**config.mk**
```make
export PLATFORM = sky130hd
export DESIGN_NAME = adc_setup_regs
export DESIGN_NICKNAME = d
export VERILOG_FILES = /design/src/verilog/pm_pkg.sv /design/src/verilog/conv_timer.sv /design/src/verilog/adc_setup_regs.sv
export VERILOG_INCLUDE_DIRS = /design/src /design/src/verilog
export SDC_FILE = /design/constraint.sdc
export NUM_CORES = 1
export LEC_CHECK = 0
export ABC_AREA = 1
export BUFFER_PORTS_ARGS = -buffer_cell sky130_fd_sc_hd__buf_2
export CAP_MARGIN = 20
export CORE_MARGIN = 8
export CORE_UTILIZATION = 46
export CTS_BUF_LIST = sky130_fd_sc_hd__clkbuf_2
export DETAILED_ROUTE_END_ITERATION = 8
export GPL_ROUTABILITY_DRIVEN = 0
export PLACE_DENSITY = 0.63
export SYNTH_ARGS = -nofsm -noshare
export SYNTH_HDL_FRONTEND = slang
export SYNTH_SLANG_ARGS = --single-unit
```
**constraint.sdc**
```tcl
create_clock -name clk -period 3.3 [get_ports clk]
set_input_delay 0.33 -clock clk [delete_from_list [all_inputs] [get_ports clk]]
set_output_delay 0.33 -clock clk [all_outputs]
set_load 0.03 [all_outputs]
```
**src/verilog/pm_consts.svh**
```systemverilog
// Constants for the measurement setup and shunt register block
// Notes on behaviour
// - Mode bits 15-12, reset Fh; 0h/8h shut down
// - Modes 1h-7h convert selected channels once
// - Modes 9h-Fh convert selected channels continuously once written, not from reset
// - Bus time bits 11-9, reset 5h, eight codes
// - Shunt time bits 8-6, same time codes
// - Temperature time bits 5-3, same time codes
// - Averaging bits 2-0, reset 0h, 1 to 1024
// - Averaging applies to every enabled channel
// - Results update only after averaging completes
// - Calibration bits 14-0, writable, reset 1000h
// - Reserved bits always read as zero
// - Drift coefficient bits 13-0, reset zero
// - Drift coefficient weighs one ppm per LSB
// - Shunt result signed, bits 23-4, reset zero
// - Result LSB weight follows range select
// - Range select picks shunt full scale
// - Drift coefficient used only while enabled
`ifndef PM_CONSTS_SVH
`define PM_CONSTS_SVH

// ----------------------------------------
// Register offsets and reset values
// ----------------------------------------
`define ADDR_SETUP 6'h01
`define ADDR_CAL 6'h02
`define ADDR_DRIFT 6'h03
`define ADDR_SHUNT_RES 6'h04
`define SETUP_RST 16'hfb68
`define CAL_RST 15'h1000
`define DRIFT_RST 14'h0000
`define RES_RST 20'h0_0000
`define RES_PAD 4'h0

// ----------------------------------------
// Field positions
// ----------------------------------------
`define MODE_CONT 15
`define MODE_TMP 14
`define MODE_CH_LO 12
`define BUS_CT_LO 9
`define SH_CT_LO 6
`define TMP_CT_LO 3
`define AVG_LO 0
`define CAL_MSB 14
`define DRIFT_MSB 13

// ----------------------------------------
// Channels and conversion times
// ----------------------------------------
`define CH_BUS 2'h0
`define CH_SHUNT 2'h1
`define CH_TEMP 2'h2
`define CH_NONE 2'h3
`define CLK_MHZ 200
`define CT0_US 50
`define CT1_US 84
`define CT2_US 150
`define CT3_US 280
`define CT4_US 540
`define CT5_US 1052
`define CT6_US 2074
`define CT7_US 4120

// Averaging counts as powers of two: 1,4,16,64,128,256,512,1024
`define AVG_SH0 4'h0
`define AVG_SH1 4'h2
`define AVG_SH2 4'h4
`define AVG_SH3 4'h6
`define AVG_SH4 4'h7
`define AVG_SH5 4'h8
`define AVG_SH6 4'h9
`define AVG_SH7 4'ha

`endif

```
**src/verilog/pm_pkg.sv**
```systemverilog
// Types shared by the measurement setup block
package pm_pkg;
    typedef enum logic [1:0] {
        S_IDLE = 2'b00,
        S_CONV = 2'b01,
        S_SAMPLE = 2'b10
    } state_t;
    typedef logic [1:0] chan_t;
endpackage : pm_pkg

```
**src/verilog/conv_timer.sv**
```systemverilog
// Down-counter that times one conversion
`timescale 1ns/1ps
module conv_timer #(
    parameter int W = 20
) (
    input wire logic clk,
    input wire logic nrst,
    input wire logic clk_en,
    input wire logic load,
    input wire logic [W-1:0] load_val,
    output logic done_q
);
    logic [W-1:0] cnt_q;
    logic run_q;

    // A reload also drops a stale done, so a restart never sees an old finish
    always_ff @(posedge clk or negedge nrst)
    begin
        if (!nrst)
        begin
            cnt_q <= '0;
            run_q <= 1'b0;
            done_q <= 1'b0;
        end
        else if (clk_en)
        begin
            done_q <= 1'b0;
            if (load)
            begin
                cnt_q <= load_val;
                run_q <= 1'b1;
            end
            else if (run_q)
            begin
                if (cnt_q <= W'(1))
                begin
                    run_q <= 1'b0;
                    done_q <= 1'b1;
                end
                else
                    cnt_q <= cnt_q - W'(1);
            end
        end
    end
endmodule : conv_timer

```
**src/verilog/adc_setup_regs.sv**
```systemverilog
// Measurement setup, calibration, drift and shunt result registers
`timescale 1ns/1ps
`include "pm_consts.svh"
module adc_setup_regs #(
    parameter int TIMER_W = 20,
    parameter int unsigned CONV_CYC [0:7] = '{
        `CT0_US * `CLK_MHZ, `CT1_US * `CLK_MHZ,
        `CT2_US * `CLK_MHZ, `CT3_US * `CLK_MHZ,
        `CT4_US * `CLK_MHZ, `CT5_US * `CLK_MHZ,
        `CT6_US * `CLK_MHZ, `CT7_US * `CLK_MHZ}
) (
    input wire logic clk,
    input wire logic nrst,
    input wire logic clk_en,
    input wire logic [5:0] reg_addr,
    input wire logic [15:0] reg_wdata,
    input wire logic reg_wr,
    input wire logic reg_rd,
    output logic [23:0] reg_rdata_q,
    input wire logic shunt_range_select,
    input wire logic drift_correction_enable,
    input wire logic sample_valid,
    input wire logic [19:0] sample_data,
    output logic conv_start_q,
    output pm_pkg::chan_t conv_chan_q,
    output logic conv_range_q,
    output logic result_ready_q,
    output logic [19:0] bus_avg_q,
    output logic [19:0] temp_avg_q,
    output logic [14:0] scale_constant_q,
    output logic [13:0] drift_coeff_q
);
    import pm_pkg::*;

    // ----------------------------------------
    // Helper functions
    // ----------------------------------------

    // Lowest enabled channel at or above start, none if there is none
    function automatic chan_t first_from(input logic [2:0] m, input logic [2:0] start);
        chan_t r;
        r = `CH_NONE;
        for (int i = 2; i >= 0; i--)
        begin
            if (m[i] && 3'(i) >= start)
                r = chan_t'(i);
        end
        return r;
    endfunction : first_from

    // Averaging count is always a power of two, so divide by shifting
    function automatic logic [3:0] avg_shift(input logic [2:0] sel);
        logic [3:0] s;
        case (sel)
            3'h0: s = `AVG_SH0;
            3'h1: s = `AVG_SH1;
            3'h2: s = `AVG_SH2;
            3'h3: s = `AVG_SH3;
            3'h4: s = `AVG_SH4;
            3'h5: s = `AVG_SH5;
            3'h6: s = `AVG_SH6;
            default: s = `AVG_SH7;
        endcase
        return s;
    endfunction : avg_shift

    // ----------------------------------------
    // Decode
    // ----------------------------------------
    logic [15:0] setup_q;
    logic [14:0] cal_q;
    logic [13:0] drift_q;
    logic [19:0] res_q [0:2];
    logic signed [29:0] acc_q [0:2];
    state_t state_q;
    logic [10:0] round_q;
    logic timer_done;

    logic wr_setup;
    logic [2:0] mask;
    logic [2:0] new_mask;
    logic cont;
    logic [2:0] avg_sel;
    logic [3:0] shift;
    logic [10:0] rounds;
    logic last_round;
    logic sample_take;
    chan_t next_ch;
    chan_t first_ch;
    chan_t new_first;
    logic finish;
    logic [2:0] ct_sel;
    logic signed [29:0] sum_now;

    // Low three mode bits pick channels, the top bit picks continuous
    assign wr_setup = reg_wr && reg_addr == `ADDR_SETUP;
    assign mask = setup_q[`MODE_TMP:`MODE_CH_LO];
    assign new_mask = reg_wdata[`MODE_TMP:`MODE_CH_LO];
    assign cont = setup_q[`MODE_CONT];
    assign avg_sel = setup_q[`AVG_LO+2:`AVG_LO];
    assign shift = avg_shift(avg_sel);
    assign rounds = 11'h001 << shift;
    // Greater-or-equal so a smaller count written mid-run still ends it
    assign last_round = round_q >= rounds - 11'h001;
    assign sample_take = state_q == S_SAMPLE && sample_valid;
    assign next_ch = first_from(mask, 3'({1'b0, conv_chan_q}) + 3'h1);
    assign first_ch = first_from(mask, 3'h0);
    assign new_first = first_from(new_mask, 3'h0);
    assign finish = sample_take && next_ch == `CH_NONE && last_round;
    assign sum_now = acc_q[conv_chan_q] + 30'(signed'(sample_data));

    // Each channel has its own time code; all share one encoding
    always_comb
    begin
        case (conv_chan_q)
            `CH_BUS: ct_sel = setup_q[`BUS_CT_LO+2:`BUS_CT_LO];
            `CH_SHUNT: ct_sel = setup_q[`SH_CT_LO+2:`SH_CT_LO];
            default: ct_sel = setup_q[`TMP_CT_LO+2:`TMP_CT_LO];
        endcase
    end

    // ----------------------------------------
    // Writable registers
    // ----------------------------------------

    // Whole setup word is writable; mode write also restarts the sequence
    always_ff @(posedge clk or negedge nrst)
    begin
        if (!nrst)
            setup_q <= `SETUP_RST;
        else if (clk_en && wr_setup)
            setup_q <= reg_wdata;
    end

    // Reserved top bits are never stored, so they cannot read back set
    always_ff @(posedge clk or negedge nrst)
    begin
        if (!nrst)
        begin
            cal_q <= `CAL_RST;
            drift_q <= `DRIFT_RST;
        end
        else if (clk_en && reg_wr)
        begin
            if (reg_addr == `ADDR_CAL)
                cal_q <= reg_wdata[`CAL_MSB:0];
            if (reg_addr == `ADDR_DRIFT)
                drift_q <= reg_wdata[`DRIFT_MSB:0];
        end
    end

    // Values handed to the arithmetic and front end
    always_ff @(posedge clk or negedge nrst)
    begin
        if (!nrst)
        begin
            drift_coeff_q <= `DRIFT_RST;
            conv_range_q <= 1'b0;
        end
        else if (clk_en)
        begin
            // Zero coefficient means no correction, so gating is enough
            drift_coeff_q <= drift_correction_enable ? drift_q : `DRIFT_RST;
            conv_range_q <= shunt_range_select;
        end
    end
    assign scale_constant_q = cal_q;

    // ----------------------------------------
    // Conversion sequencer
    // ----------------------------------------

    // Channels run in order bus, shunt, temperature, once per averaging round
    always_ff @(posedge clk or negedge nrst)
    begin
        if (!nrst)
        begin
            state_q <= S_IDLE;
            conv_chan_q <= `CH_BUS;
            round_q <= '0;
            conv_start_q <= 1'b0;
            result_ready_q <= 1'b0;
        end
        else if (clk_en)
        begin
            conv_start_q <= 1'b0;
            result_ready_q <= 1'b0;
            if (wr_setup)
            begin
                round_q <= '0;
                if (new_first != `CH_NONE)
                begin
                    state_q <= S_CONV;
                    conv_chan_q <= new_first;
                    conv_start_q <= 1'b1;
                end
                else
                    state_q <= S_IDLE;
            end
            else
            begin
                case (state_q)
                    S_IDLE:
                        state_q <= S_IDLE;
                    S_CONV:
                        // A finish from an aborted conversion is not trusted
                        if (timer_done && !conv_start_q)
                            state_q <= S_SAMPLE;
                    S_SAMPLE:
                        if (sample_valid)
                        begin
                            if (next_ch != `CH_NONE)
                            begin
                                conv_chan_q <= next_ch;
                                state_q <= S_CONV;
                                conv_start_q <= 1'b1;
                            end
                            else if (!last_round)
                            begin
                                round_q <= round_q + 11'h001;
                                conv_chan_q <= first_ch;
                                state_q <= S_CONV;
                                conv_start_q <= 1'b1;
                            end
                            else
                            begin
                                result_ready_q <= 1'b1;
                                round_q <= '0;
                                if (cont)
                                begin
                                    conv_chan_q <= first_ch;
                                    state_q <= S_CONV;
                                    conv_start_q <= 1'b1;
                                end
                                else
                                    state_q <= S_IDLE;
                            end
                        end
                    default:
                        state_q <= S_IDLE;
                endcase
            end
        end
    end

    conv_timer #(
        .W(TIMER_W)
    ) u_timer (
        .clk(clk),
        .nrst(nrst),
        .clk_en(clk_en),
        .load(conv_start_q),
        .load_val(TIMER_W'(CONV_CYC[ct_sel])),
        .done_q(timer_done)
    );

    // ----------------------------------------
    // Averaging and results
    // ----------------------------------------

    // Sums grow by up to ten bits; results change only at the finish
    always_ff @(posedge clk or negedge nrst)
    begin
        if (!nrst)
        begin
            for (int c = 0; c < 3; c++)
            begin
                acc_q[c] <= '0;
                res_q[c] <= `RES_RST;
            end
        end
        else if (clk_en)
        begin
            if (wr_setup)
            begin
                for (int c = 0; c < 3; c++)
                    acc_q[c] <= '0;
            end
            else if (finish)
            begin
                for (int c = 0; c < 3; c++)
                begin
                    acc_q[c] <= '0;
                    if (mask[c] && 2'(c) == conv_chan_q)
                        res_q[c] <= 20'(sum_now >>> shift);
                    else if (mask[c])
                        res_q[c] <= 20'(acc_q[c] >>> shift);
                end
            end
            else if (sample_take)
                acc_q[conv_chan_q] <= sum_now;
        end
    end
    assign bus_avg_q = res_q[`CH_BUS];
    assign temp_avg_q = res_q[`CH_TEMP];

    // ----------------------------------------
    // Read port
    // ----------------------------------------

    // Data appears the cycle after the read strobe; unmapped reads give zero
    always_ff @(posedge clk or negedge nrst)
    begin
        if (!nrst)
            reg_rdata_q <= '0;
        else if (clk_en && reg_rd)
        begin
            case (reg_addr)
                `ADDR_SETUP: reg_rdata_q <= 24'(setup_q);
                `ADDR_CAL: reg_rdata_q <= 24'(cal_q);
                `ADDR_DRIFT: reg_rdata_q <= 24'(drift_q);
                `ADDR_SHUNT_RES: reg_rdata_q <= {res_q[`CH_SHUNT], `RES_PAD};
                default: reg_rdata_q <= '0;
            endcase
        end
    end
endmodule : adc_setup_regs

```
==> flow_summary.json <==
{
  "outcome": "finished, violations left",
  "violations": "negative setup slack",
  "hold_viol": 0,
  "fin_ws_ns": -0.396,
  "die_y_um": 224,
  "fin_skew_ns": 0.136,
  "place_inst": 3741,
  "power.density_mw_per_mm2": 556,
  "grt_max_degree": 186,
  "path_cells": "buf_4, nor2_4, buf_6, buf_16, nand2_1, o221ai_2, buf_4, ha_4, nand2_2, inv_2, buf_4, nand2_1, nor2_2, nand3b_1, nand4_1, nand2_2, nand2_2, nand3_4, nand3_4, nand3_2, buf_4, nand3_1, nand2_1, nand2_1",
  "maxCapViolations": 0,
  "switching_share": 0.471,
  "numCtsBuffers": 76,
  "drive_gt1_frac": 0.279,
  "area_delta_synth_final_pct": 31.9,
  "yosys.area.top_type": "dfrtp_1",
  "totalWireLength_mm": 82.0,
  "p_comb_frac": 0.546,
  "critPathMaxStageDelay_ns": 0.46,
  "htreeDepth": 3,
  "slew_headroom": 0.267,
  "synth_cells": 2886,
  "grt.total_usage": 0.320,
  "vias": 22919,
  "p_int_mw": 7.72,
  "ys.flop_type": "dfrtp_1",
  "netlist_area_mm2": 0.0199,
  "pwr-share-seq": 0.281,
  "dp_hpwl_mm": 58.6,
  "ant_nets": 0,
  "io_pins": 148,
  "p_sw_mw": 6.86,
  "layout.nets": 3438,
  "cts_sinks": 273,
  "first_pass_iters": 6,
  "async_flop_share": 1.00,
  "multi_input_area_mm2": 0.0124,
  "tightestPinTransition_ns": 1.10,
  "clk_latency_ns": 1.07,
  "dieArea_mm2": 0.0501,
  "finalCritPeriodShare": 1.12,
  "grt_pass1_vias": 22668,
  "root_buffer": "clkbuf_2",
  "overflow": 0,
  "synth.distinct_cells": 61,
  "cts_buffer_depth": 3,
  "start_util": 0.464,
  "required_ns": 4.13,
  "cp.arrival_ns": 4.53,
  "maxSlewViolCount": 0,
  "critPathLaunchType": "register",
  "grt_pass1_wl_mm": 128,
  "cellLeakagePower_nw": 13.5,
  "rsz0062_at_grt": "true",
  "fin_total_pwr_mw": 14.6,
  "cp-end-kind": "register",
  "fillers": 3945,
  "slowest_stage": "dfrtp_2",
  "synth_edf_count": 0,
  "setup_viol": 81,
  "viasPerCell": 5.76,
  "yosysSeqAreaShare": 0.344,
  "ys.warnings.count": 0,
  "criticalPathCategory": "reg -> reg",
  "tritoncts": "done",
  "ys_seq_elements": 273,
  "hp-class": "in -> reg",
  "wl_per_cell_um": 20.6,
  "port_buffers": 147,
  "drtIter0Drc": 2839,
  "finalNonFillerCells": 3982,
  "ff_latch_area_mm2": 0.00685,
  "fmax_ghz": 0.271,
  "power_frac_clock": 0.173,
  "path_max_fanout": 7,
  "timing.final.crit_period_ns": 3.70,
  "std_cell_rows": 76,
  "dp_worst_setup_slack_ns": -0.466,
  "mostFrequentLayoutCells": "828 x nand2_1, 315 x buf_4, 295 x inv_1, 260 x dfrtp_1, 244 x o21ai_0",
  "vdd_ir_drop_max_v": 0.000369,
  "final_common_cell": "nand2_1",
  "drc": 0,
  "die_x_um": 224,
  "clk_pin_slew_worst_paths_ns": 0.10,
  "synth.top_cell.area_share": 0.330,
  "antenna_found_initial": 2,
  "postSynthAreaPerCell_um2": 6.89,
  "netlist_top_cells_area": "dfrtp_1 33%, nand2_1 17%, o21ai_0 6.3%, nand3_1 6.1%, inv_1 5.7%",
  "coreArea_mm2": 0.0429,
  "syn_nets": 2986
}
## Yosys cell counts, types with 19 or more instances
cell	count
a22o_1	81
o22ai_1	21
nor2_1	122
nand2_1	897
o21ai_1	35
buf_2	46
o211ai_1	25
nand3_1	244
o221ai_1	40
clkbuf_1	78
ha_1	49
inv_1	300
nand4_1	19
or2_2	21
xor2_1	21
dfrtp_1	262
buf_4	54
o21ai_0	250
a21oi_1	91
## power by group through the flow
stage | combinational [mW] | clock (mW) | sequential [mW]
3_3_place_gp | 6.55 | 0 | 4.13
5_1_grt | 8.48 | 2.74 | 4.14
6_report | 7.96 | 2.52 | 4.10
2_1_floorplan | 3.77 | 0 | 4.14
4_1_cts | 7.44 | 2.55 | 4.08
3_5_place_dp | 6.62 | 0 | 4.14
## per-layer routing
metal | track usage | wire length (um) | part of all wire
met4 | 0.216 | 6160 | 0.075
met1 | 0.395 | 31900 | 0.39
met3 | 0.0655 | 7010 | 0.085
met5 | 0 | 0 | 0
met2 | 0.503 | 36900 | 0.45
## stage by stage
step	cell area, um2	setup TNS [ns]	hold slack (ns)	util
3_5_place_dp	23000	-21.61	0.450	0.536
3_3_place_gp	23000	-20.32	0.435	0.536
6_report	26200	-18.40	0.106	0.611
5_1_grt	26200	-33.22	0.0103	0.611
4_1_cts	25700	-10.20	0.00536	0.600
2_1_floorplan	19900	-0.0545	0.0344	-
## worst max-delay path: cells and delay by family, from the launching register on
family	cells	cell delay, ns
and+or+nand+nor	15	1.80
buffers and inverters	7	0.90
DFF	1	0.46
adders and majority gates	1	0.21
AOI/OAI and AO/OA	1	0.10
## area by class of cell
class / count / share of cell area
Antenna cell: 3 / 0.000286
Clock buffer: 114 / 0.0218
Clock inverter: 20 / 0.00372
Inverter: 316 / 0.0456
Multi-Input combinational cell: 2107 / 0.471
Sequential cell: 273 / 0.261
Tap cell: 585 / 0.0279
Timing Repair Buffer: 564 / 0.168
## worst paths after layout
path | from | end | slack, ns | cells past startpoint
setup / recovery | conv_chan_q[0] | temp_avg_q[15] | -0.40 | 24
hold / removal | reg_addr[5] | reg_rdata_q[11] | 0.11 | 7
setup reg to reg | conv_chan_q[0] | temp_avg_q[15] | -0.40 | 24
hold reg to reg | reg_rdata_q[17] | reg_rdata_q[17] | 0.48 | 2
max in group asynchronous | nrst | drift_q[7] | 2.30 | 4
min in group asynchronous | nrst | setup_q[13] | 0.48 | 3
## kinds of logic after synthesis
| kind of cell | count (synthesis) | share of synthesized area |
|---|---|---|
| flip-flops | 273 | 0.344 |
| AND/OR/NAND/NOR | 1364 | 0.287 |
| multiplexers | 18 | 0.00906 |
| other | 1 | 0.000189 |
| buffers and inverters | 506 | 0.110 |
| AO/OA/AOI/OAI | 644 | 0.205 |
| XOR/XNOR | 30 | 0.0132 |
| adder cells (fa/ha/maj) | 50 | 0.0318 |
## repair_timing
action	CTS	global route
hold buffers	73	0
setup endpoints to repair	140	171
pin swaps	55	34
setup buffers	22	5
cloned	3	1
resized for setup	223	97
endpoints found under the hold margin	364	0
## state kept, by name, indices dropped and copies added, names as in the netlist, 2 cells and up
name              cells
round_q              11
res_q                20
drift_coeff_q        14
bus_avg_q            20
reg_rdata_q          24
scale_constant_q     15
temp_avg_q           20
u_timer.cnt_q        20
acc_q                90
setup_q              16
conv_chan_q           2
drift_q              14
state_q               2
Power figures use the tool's default switching activity.
